File: src/rtl/rsrc_pkg.sv
package rsrc_pkg;
   // ----------------------------------------------------------------
   // Register addresses
   // ----------------------------------------------------------------
   localparam logic [15:0] RSRC_ADDR_CMD     = 16'h00fc;
   localparam logic [15:0] RSRC_ADDR_RD_HI   = 16'h2602;
   localparam logic [15:0] RSRC_ADDR_RD_LO   = 16'h2603;
   localparam logic [15:0] RSRC_ADDR_SEL3    = 16'h2709;
   localparam logic [15:0] RSRC_ADDR_SEL12   = 16'h270a;
   // ----------------------------------------------------------------
   // Field positions and codes
   // ----------------------------------------------------------------
   localparam int          RSRC_PERR_BIT     = 6;
   localparam int          RSRC_SEL2_LSB     = 4;
   localparam logic [2:0]  RSRC_CMD_ONE      = 3'h1;
   localparam logic [2:0]  RSRC_CMD_TWO      = 3'h2;
   localparam logic [1:0]  RSRC_PH_NONE      = 2'h0;
   localparam logic [1:0]  RSRC_PH_FIRST     = 2'h1;
   localparam logic [1:0]  RSRC_PH_SECOND    = 2'h2;
   localparam logic [1:0]  RSRC_PH_THIRD     = 2'h3;
   localparam logic [1:0]  RSRC_SEL_TRIM     = 2'h0;
   localparam logic [1:0]  RSRC_SEL_SUPPLY   = 2'h1;
   localparam logic [1:0]  RSRC_SEL_VERSION  = 2'h2;
   localparam logic [1:0]  RSRC_SEL_BANDGAP  = 2'h3;
   // ----------------------------------------------------------------
   // Reset values
   // ----------------------------------------------------------------
   localparam logic [7:0]  RSRC_RST_BYTE     = 8'h00;
   localparam logic [15:0] RSRC_RST_WORD     = 16'h0000;
   // ----------------------------------------------------------------
   // Controller states
   // ----------------------------------------------------------------
   typedef enum logic [1:0] {
      RSRC_IDLE = 2'b00,
      RSRC_REQ  = 2'b01,
      RSRC_DONE = 2'b11
   } rsrc_state_type;
endpackage

File: src/rtl/rsrc_ctrl.sv
// Contract
// Processor programs select field before reading.
// Command write starts read transaction.
// Completion clears command bits, loads buffer.
// Parity error flag updated each read.
// Command write while pending is ignored; bits 6:5 still write the parity flags.
// Processor polls command bits until zero.
// With engine on, write after pass edge.
// Write lands before next frame sync edge.
// Bits 4:2 command, bits 1:0 phase.
// Only codes 001, 010 start reads.
// Phase picks input pair and select field.
// Trim byte: bit7 to 8, 6:0 to 7:1.
// Bandgap B high byte, D low byte.
// Temperature eleven bits, sign extended.
// Supply in low byte, version high byte.
// Parity flag sticky until processor clears.
// Command bits read busy while pending.
// Sensor link is request/acknowledge port.
module rsrc_ctrl
   import rsrc_pkg::*;
(
   input  wire logic        clk_i,
   input  wire logic        rst_n_i,
   input  wire logic        clk_en_i,
   // Processor register port
   input  wire logic [15:0] reg_addr_i,
   input  wire logic        reg_wr_i,
   input  wire logic        reg_rd_i,
   input  wire logic [7:0]  reg_wdata_i,
   output logic      [7:0]  reg_rdata_o,
   // Sensor link
   output logic             link_req_o,
   output logic      [1:0]  link_phase_o,
   output logic      [2:0]  link_cmd_o,
   output logic      [2:0]  link_sel_o,
   input  wire logic        link_ack_i,
   input  wire logic [15:0] link_data_i,
   input  wire logic        link_perr_i
);

   // ----------------------------------------------------------------
   // Decode helpers
   // ----------------------------------------------------------------
   // Only two command codes do anything; all others are dropped
   function automatic logic rsrc_cmd_ok(input logic [2:0] c);
      return (c == RSRC_CMD_ONE) || (c == RSRC_CMD_TWO);
   endfunction

   // Phase code picks one of the three select fields
   function automatic logic [2:0] rsrc_sel_of(input logic [1:0] ph,
                                              input logic [7:0] s12,
                                              input logic [7:0] s3);
      logic [2:0] r;
      r = 3'h0;
      unique case (ph)
         RSRC_PH_FIRST:  r = s12[2:0];
         RSRC_PH_SECOND: r = s12[RSRC_SEL2_LSB +: 3];
         RSRC_PH_THIRD:  r = s3[2:0];
         default:        r = 3'h0;
      endcase
      return r;
   endfunction

   // ----------------------------------------------------------------
   // Registers
   // ----------------------------------------------------------------
   rsrc_state_type state_r;
   logic [2:0]     cmd_r;
   logic [1:0]     phase_r;
   logic           perr_r;
   logic           perr_wr_r;
   logic [7:0]     sel12_r;
   logic [7:0]     sel3_r;
   logic [15:0]    rdbuf_r;
   logic [15:0]    fmt_nxt;

   logic wr_cmd;
   logic start;
   assign wr_cmd = clk_en_i && reg_wr_i && (reg_addr_i == RSRC_ADDR_CMD);
   // Start only from idle with a valid command and phase
   assign start  = wr_cmd && (state_r == RSRC_IDLE) &&
                   rsrc_cmd_ok(reg_wdata_i[4:2]) &&
                   (reg_wdata_i[1:0] != RSRC_PH_NONE);

   // ----------------------------------------------------------------
   // Select registers
   // ----------------------------------------------------------------
   // Processor owns these; sel12_r drops bits 7 and 3, sel3_r keeps its unused bits
   always_ff @(posedge clk_i or negedge rst_n_i) begin
      if (!rst_n_i) begin
         sel12_r <= RSRC_RST_BYTE;
         sel3_r  <= RSRC_RST_BYTE;
      end else if (clk_en_i && reg_wr_i) begin
         if (reg_addr_i == RSRC_ADDR_SEL12)
            sel12_r <= reg_wdata_i & 8'h77;
         if (reg_addr_i == RSRC_ADDR_SEL3)
            sel3_r <= reg_wdata_i;
      end
   end

   // ----------------------------------------------------------------
   // Transaction sequencer
   // ----------------------------------------------------------------
   always_ff @(posedge clk_i or negedge rst_n_i) begin
      if (!rst_n_i) begin
         state_r <= RSRC_IDLE;
      end else if (clk_en_i) begin
         unique case (state_r)
            RSRC_IDLE: if (start) state_r <= RSRC_REQ;
            RSRC_REQ:  if (link_ack_i) state_r <= RSRC_DONE;
            RSRC_DONE: state_r <= RSRC_IDLE;
            default:   state_r <= RSRC_IDLE;
         endcase
      end
   end

   // Command bits stay non-zero while busy, cleared at done
   always_ff @(posedge clk_i or negedge rst_n_i) begin
      if (!rst_n_i) begin
         cmd_r   <= 3'h0;
         phase_r <= RSRC_PH_NONE;
      end else if (clk_en_i) begin
         if (start) begin
            cmd_r   <= reg_wdata_i[4:2];
            phase_r <= reg_wdata_i[1:0];
         end else if (state_r == RSRC_REQ && link_ack_i) begin
            cmd_r   <= 3'h0;
         end
      end
   end

   // Link request held until acknowledge
   always_ff @(posedge clk_i or negedge rst_n_i) begin
      if (!rst_n_i) begin
         link_req_o   <= 1'b0;
         link_phase_o <= RSRC_PH_NONE;
         link_cmd_o   <= 3'h0;
         link_sel_o   <= 3'h0;
      end else if (clk_en_i) begin
         if (start) begin
            link_req_o   <= 1'b1;
            link_phase_o <= reg_wdata_i[1:0];
            link_cmd_o   <= reg_wdata_i[4:2];
            // Select sampled at start; later edits do not disturb it
            link_sel_o   <= rsrc_sel_of(reg_wdata_i[1:0], sel12_r, sel3_r);
         end else if (link_ack_i) begin
            link_req_o   <= 1'b0;
         end
      end
   end

   // ----------------------------------------------------------------
   // Result formatting
   // ----------------------------------------------------------------
   // Raw sensor fields sit low-aligned in link_data_i
   always_comb begin
      fmt_nxt = link_data_i;
      if (link_cmd_o == RSRC_CMD_ONE) begin
         unique case (link_sel_o[2:1])
            RSRC_SEL_TRIM:
               fmt_nxt = {7'h00, link_data_i[7:0], 1'b0};
            RSRC_SEL_BANDGAP:
               fmt_nxt = link_data_i;
            default: fmt_nxt = link_data_i;
         endcase
      end else begin
         unique case (link_sel_o[2:1])
            RSRC_SEL_TRIM:
               fmt_nxt = {{5{link_data_i[10]}}, link_data_i[10:0]};
            RSRC_SEL_SUPPLY:
               fmt_nxt = {8'h00, link_data_i[7:0]};
            RSRC_SEL_VERSION:
               fmt_nxt = {link_data_i[7:0], 8'h00};
            default: fmt_nxt = link_data_i;
         endcase
      end
   end

   always_ff @(posedge clk_i or negedge rst_n_i) begin
      if (!rst_n_i) begin
         rdbuf_r <= RSRC_RST_WORD;
      end else if (clk_en_i && state_r == RSRC_REQ && link_ack_i) begin
         rdbuf_r <= fmt_nxt;
      end
   end

   // ----------------------------------------------------------------
   // Parity flags
   // ----------------------------------------------------------------
   // Set wins over a same-cycle clear so no error is lost
   always_ff @(posedge clk_i or negedge rst_n_i) begin
      if (!rst_n_i) begin
         perr_r    <= 1'b0;
         perr_wr_r <= 1'b0;
      end else if (clk_en_i) begin
         if (state_r == RSRC_REQ && link_ack_i && link_perr_i)
            perr_r <= 1'b1;
         else if (wr_cmd)
            perr_r <= reg_wdata_i[RSRC_PERR_BIT];
         if (wr_cmd)
            perr_wr_r <= reg_wdata_i[RSRC_PERR_BIT-1];
      end
   end

   // ----------------------------------------------------------------
   // Read data, registered
   // ----------------------------------------------------------------
   always_ff @(posedge clk_i or negedge rst_n_i) begin
      if (!rst_n_i) begin
         reg_rdata_o <= RSRC_RST_BYTE;
      end else if (clk_en_i && reg_rd_i) begin
         unique case (reg_addr_i)
            RSRC_ADDR_CMD:
               reg_rdata_o <= {1'b0, perr_r, perr_wr_r, cmd_r, phase_r};
            RSRC_ADDR_RD_HI: reg_rdata_o <= rdbuf_r[15:8];
            RSRC_ADDR_RD_LO: reg_rdata_o <= rdbuf_r[7:0];
            RSRC_ADDR_SEL3:  reg_rdata_o <= sel3_r;
            RSRC_ADDR_SEL12: reg_rdata_o <= sel12_r;
            default:         reg_rdata_o <= RSRC_RST_BYTE;
         endcase
      end
   end

   // ----------------------------------------------------------------
   // Checks
   // ----------------------------------------------------------------
   busy_write_a: assert property (
      @(posedge clk_i) disable iff (!rst_n_i)
      (state_r != RSRC_IDLE && wr_cmd) |=> $stable(link_cmd_o))
      else $error("command write while busy changed request");
   invalid_cmd_a: assert property (
      @(posedge clk_i) disable iff (!rst_n_i)
      (wr_cmd && !rsrc_cmd_ok(reg_wdata_i[4:2]) && state_r == RSRC_IDLE)
      |=> !link_req_o)
      else $error("invalid command started a read");
   bad_phase_a: assert property (
      @(posedge clk_i) disable iff (!rst_n_i)
      (wr_cmd && reg_wdata_i[1:0] == RSRC_PH_NONE) |=> !$rose(link_req_o))
      else $error("phase zero started a read");
   start_req_a: assert property (
      @(posedge clk_i) disable iff (!rst_n_i)
      start |=> link_req_o && cmd_r == link_cmd_o)
      else $error("start did not raise request");
   done_clear_a: assert property (
      @(posedge clk_i) disable iff (!rst_n_i)
      (clk_en_i && state_r == RSRC_REQ && link_ack_i)
      |=> cmd_r == 3'h0 && rdbuf_r == $past(fmt_nxt))
      else $error("completion did not clear command or load buffer");
   busy_shown_a: assert property (
      @(posedge clk_i) disable iff (!rst_n_i)
      (state_r == RSRC_REQ) |-> cmd_r != 3'h0)
      else $error("command bits zero while pending");
   perr_sticky_a: assert property (
      @(posedge clk_i) disable iff (!rst_n_i)
      (perr_r && !wr_cmd) |=> perr_r)
      else $error("parity flag dropped without clear");
   perr_set_a: assert property (
      @(posedge clk_i) disable iff (!rst_n_i)
      (clk_en_i && state_r == RSRC_REQ && link_ack_i && link_perr_i)
      |=> perr_r)
      else $error("parity error not flagged");
   // Judged on the stored buffer, not on the formatter that feeds it
   temp_sign_a: assert property (
      @(posedge clk_i) disable iff (!rst_n_i)
      (clk_en_i && state_r == RSRC_REQ && link_ack_i &&
       link_cmd_o == RSRC_CMD_TWO && link_sel_o[2:1] == RSRC_SEL_TRIM)
      |=> rdbuf_r[15:11] == {5{rdbuf_r[10]}})
      else $error("temperature not sign extended");
   // Select cannot be written in the start cycle, so it is still there
   sel_route_a: assert property (
      @(posedge clk_i) disable iff (!rst_n_i)
      (start && reg_wdata_i[1:0] == RSRC_PH_THIRD)
      |=> link_sel_o == sel3_r[2:0])
      else $error("third pair select not routed");

   read_done_c: cover property (@(posedge clk_i) disable iff (!rst_n_i)
      start ##[1:20] (state_r == RSRC_DONE));
   busy_ignore_c: cover property (@(posedge clk_i) disable iff (!rst_n_i)
      (state_r == RSRC_REQ && wr_cmd));
   perr_seen_c: cover property (@(posedge clk_i) disable iff (!rst_n_i)
      $rose(perr_r));

endmodule // rsrc_ctrl

File: config.mk
export PLATFORM = sky130hd
export DESIGN_NAME = rsrc_ctrl
export DESIGN_NICKNAME = d
export VERILOG_FILES = /design/src/rtl/rsrc_pkg.sv /design/src/rtl/rsrc_ctrl.sv
export SDC_FILE = /design/constraint.sdc
export NUM_CORES = 1
export LEC_CHECK = 0
export BUFFER_PORTS_ARGS = -buffer_cell sky130_fd_sc_hd__buf_2
export CAP_MARGIN = 10
export CORE_MARGIN = 2
export CORE_UTILIZATION = 30
export CTS_CLUSTER_SIZE = 14
export DETAILED_ROUTE_END_ITERATION = 6
export PLACE_DENSITY_LB_ADDON = 0.2
export SETUP_SLACK_MARGIN = 0.05
export SYNTH_ARGS = -nofsm -noshare
export SYNTH_HDL_FRONTEND = slang
export SYNTH_SLANG_ARGS = --single-unit
export TNS_END_PERCENT = 5
File: constraint.sdc
create_clock -name clk_i -period 5.42 [get_ports clk_i]
set_input_delay 1.626 -clock clk_i [delete_from_list [all_inputs] [get_ports clk_i]]
set_output_delay 1.626 -clock clk_i [all_outputs]
set_load 0.02 [all_outputs]
==> flow_metrics.env <==
export IMPL_grt_max_degree=55
export IMPL_vias=2303
export IMPL_ctsResizeCount=0
export IMPL_hold_buffers=0
export IMPL_slew_headroom_pct=32.2
export IMPL_timing_hold_ws_ps=489
export IMPL_max_cap_viol_count=0
export IMPL_grtUsageMet3_pct=3.08
export IMPL_antennaDiodeCount=0
export IMPL_drc_errors=0
export IMPL_wl_per_cell_um=16.4
export IMPL_r2r_end="link_sel_o[0]$_DFFE_PN0P_"
export IMPL_power_frac_seq_pct=57.6
export IMPL_first_pass_iters=4
export IMPL_syn_nets=315
export IMPL_leakagePower_nw=1.65
export IMPL_r2r_cells=4
export IMPL_grt_ovfl_total=0
export IMPL_pwr_share_clk_pct=32.3
export IMPL_netSwitchingFraction_pct=26.2
export IMPL_path_class="input port to register"
export IMPL_met1_usage_pct=21.6
export IMPL_power_w=0.000713
export IMPL_layout_common_cells="buf_2 (63), dfrtp_1 (54), a21oi_1 (29)"
export IMPL_ys_top_cells_by_area="dfrtp_1 (47%), a21oi_1 (5.0%), mux2_1 (4.7%)"
export IMPL_vias_per_cell=5.05
export IMPL_switchingPower_w=0.000187
export IMPL_gr_max_usage_layer="met2"
export IMPL_yosys_area_top_type_share_pct=46.7
export IMPL_regToRegStartpoint="state_r[0]$_DFFE_PN0P_"
export IMPL_use_met2_pct=23.7
export IMPL_final_common_cell="buf_2"
export IMPL_drt_total_wl_um=7480
export IMPL_clock_fmax_ghz=0.292
export IMPL_tightest_slew_ps=1010
export IMPL_synth_seq_area_share_pct=46.7
export IMPL_cts_setup_buffers=0
export IMPL_tritoncts="yes"
export IMPL_slowest_stage="or4_4"
export IMPL_synth_edf_count=0
export IMPL_antenna_found_initial=0
export IMPL_ys_warn_count=0
export IMPL_postSynthAreaPerCell_um2=10.8
export IMPL_ys_flop_type="dfrtp_1"
export IMPL_grt_pass1_vias=2271
export IMPL_worstPathMaxFanout=12
export IMPL_worst_setup_path_start_kind="input port"
export IMPL_crit_required_ps=5620
export IMPL_ir_drop_v=0.000124
export IMPL_max_stage_delay_ps=600
export IMPL_netlist_area_um2=2890
export IMPL_cts_made_buffers=5
export IMPL_fillers=998
export IMPL_postRouteAntennaNets=0
export IMPL_cts_sinks=54
export IMPL_ys_ff_latch=54
export IMPL_p_per_area_nw_per_um2=210
export IMPL_gp_congestion=0.727
export IMPL_die_area_um2=10400
export IMPL_worst_r2r_setup_slack_ps=3260
export IMPL_grt_pass1_wl_um=12100
export IMPL_clk_latency_ps=310
export IMPL_dp_hpwl_um=5600
export IMPL_hold_class="register to register"
export IMPL_final_core_util_pct=36.5
export IMPL_p_comb_share_pct=10.1
export IMPL_internal_power_w=0.000526
export IMPL_fin_tns_setup_ps=0
export IMPL_rsz0062_at_grt="no"
export IMPL_fin_skew_ps=13.4
export IMPL_htreeDepth=2
export IMPL_syn2layout_area_growth_pct=17.3
export IMPL_final_setup_viol_count=0
export IMPL_seqCellArea_um2=1350
export IMPL_io_pin_count=64
export IMPL_async_reset_ff_share_pct=100
export IMPL_synthDistinctLibCells=49
export IMPL_crit_chain="buf_2 > or4_4 > nor4_4 > and3_1 > mux2_2"
export IMPL_min_period_ps=3420
export IMPL_coreArea_um2=9280
export IMPL_drive_gt1_share_pct=30.9
export IMPL_dieHeight_um=102
export IMPL_cts_reportedPaths_clkPinSlew_ps=100
export IMPL_yosys_area_top_type="dfrtp_1"
export IMPL_numPortBuffers=63
export IMPL_die_x_um=102
export IMPL_crit_arrival_ps=3620
export IMPL_outcome="finished, final reports clean"
export IMPL_grt_usage_pct=15.1
export IMPL_endpoint="link_sel_o[0]$_DFFE_PN0P_"
export IMPL_cp_end_kind="register"
export IMPL_drv_slew=0
export IMPL_root_buffer="clkbuf_8"
export IMPL_crit_start="reg_addr_i[11]"
export IMPL_initial_core_util_pct=31.1
export IMPL_nets=373
export IMPL_row_count=35
export IMPL_multi_input_area_um2=1440
export IMPL_clock_path_buffers=2
export IMPL_syn_inst=268
export IMPL_min_period_over_period_pct=63.1
export IMPL_first_iter_violations=104
export IMPL_hold_viol=0
-- logic make-up after synthesis --
logic type	synth area share, %
adder cells (fa/ha/maj)	0.346
XOR/XNOR	0.303
flip-flops	46.7
buffers and inverters	3.38
multiplexers	14.1
AO/OA/AOI/OAI	18.0
AND/OR/NAND/NOR	17.1
-- worst max-delay path, delay by kind of cell --
kind / cells / cell delay, ps
mux: 1 / 390
simple gates: 3 / 1490
buf+inv: 1 / 100
-- worst min-delay path by stage --
stage / cells after the start / from / end
6_report: 2 / rdbuf_r[0]$_DFFE_PN0P_ / rdbuf_r[0]$_DFFE_PN0P_
3_5_place_dp: 1 / link_req_o$_DFFE_PN0P_ / link_req_o$_DFFE_PN0P_
3_3_place_gp: 2 / rdbuf_r[0]$_DFFE_PN0P_ / rdbuf_r[0]$_DFFE_PN0P_
2_1_floorplan: 2 / rdbuf_r[8]$_DFFE_PN0P_ / rdbuf_r[8]$_DFFE_PN0P_
4_1_cts: 2 / rdbuf_r[0]$_DFFE_PN0P_ / rdbuf_r[0]$_DFFE_PN0P_
5_1_grt: 1 / link_req_o$_DFFE_PN0P_ / link_req_o$_DFFE_PN0P_
-- layout make-up --
type                    count  share of cell area (%)
clock buffers               6                    2.14
clock inverters             2                   0.406
inverters                   5                   0.554
multi-input cells         195                    42.5
flip-flops and latches     54                    39.9
well taps                 129                    4.76
repair buffers             65                    9.74
-- routing by layer --
layer | up-vias | wire length (um)
met5 | - | 0
met4 | 0 | 72
met3 | 5 | 341
met2 | 63 | 3460
met1 | 1125 | 3610
li1 | 1110 | -
-- power by group through the flow --
stage	combinational, W	clock [W]	sequential (W)
finish	0.0000722	0.000230	0.000411
global placement	0.0000734	0	0.000419
floorplan	0.0000244	0	0.000425
CTS	0.0000737	0.000234	0.000411
detailed placement	0.0000735	0	0.000419
global route	0.0000807	0.000255	0.000412
-- sequential cells by signal (all words and copies together) (netlist names), 2 cells and up --
name          flops
cmd_r             3
link_sel_o        3
reg_rdata_o       8
state_r           2
sel3_r            8
rdbuf_r          16
link_cmd_o        3
link_phase_o      2
sel12_r           6
-- synthesized netlist by cell type, types with 3 or more instances --
library cell  count
clkbuf_1          9
mux2_1           12
o21ai_1          11
nor2_1           21
nor3b_1           4
buf_6             3
dfrtp_1          54
and3_1            5
a211oi_1          3
a21oi_1          29
mux2i_1           3
mux2_2           11
mux2_4            8
a2bb2oi_1         3
nand2_1          18
nor2b_1           7
inv_1             5
a31oi_1           7
or3_1             3
nor4_4            3
a22o_1           10
a22oi_1           7
-- metrics by stage --
step | instances | cell area [um2] | setup slack (ps)
final | 456 | 3390 | 2000
after global routing | 456 | 3390 | 1870
after CTS | 456 | 3390 | 1970
after detailed placement | 448 | 3300 | 1640
after global placement | 448 | 3300 | 1680
after floorplan | 268 | 2890 | 2020
Power figures use the tool's default switching activity.
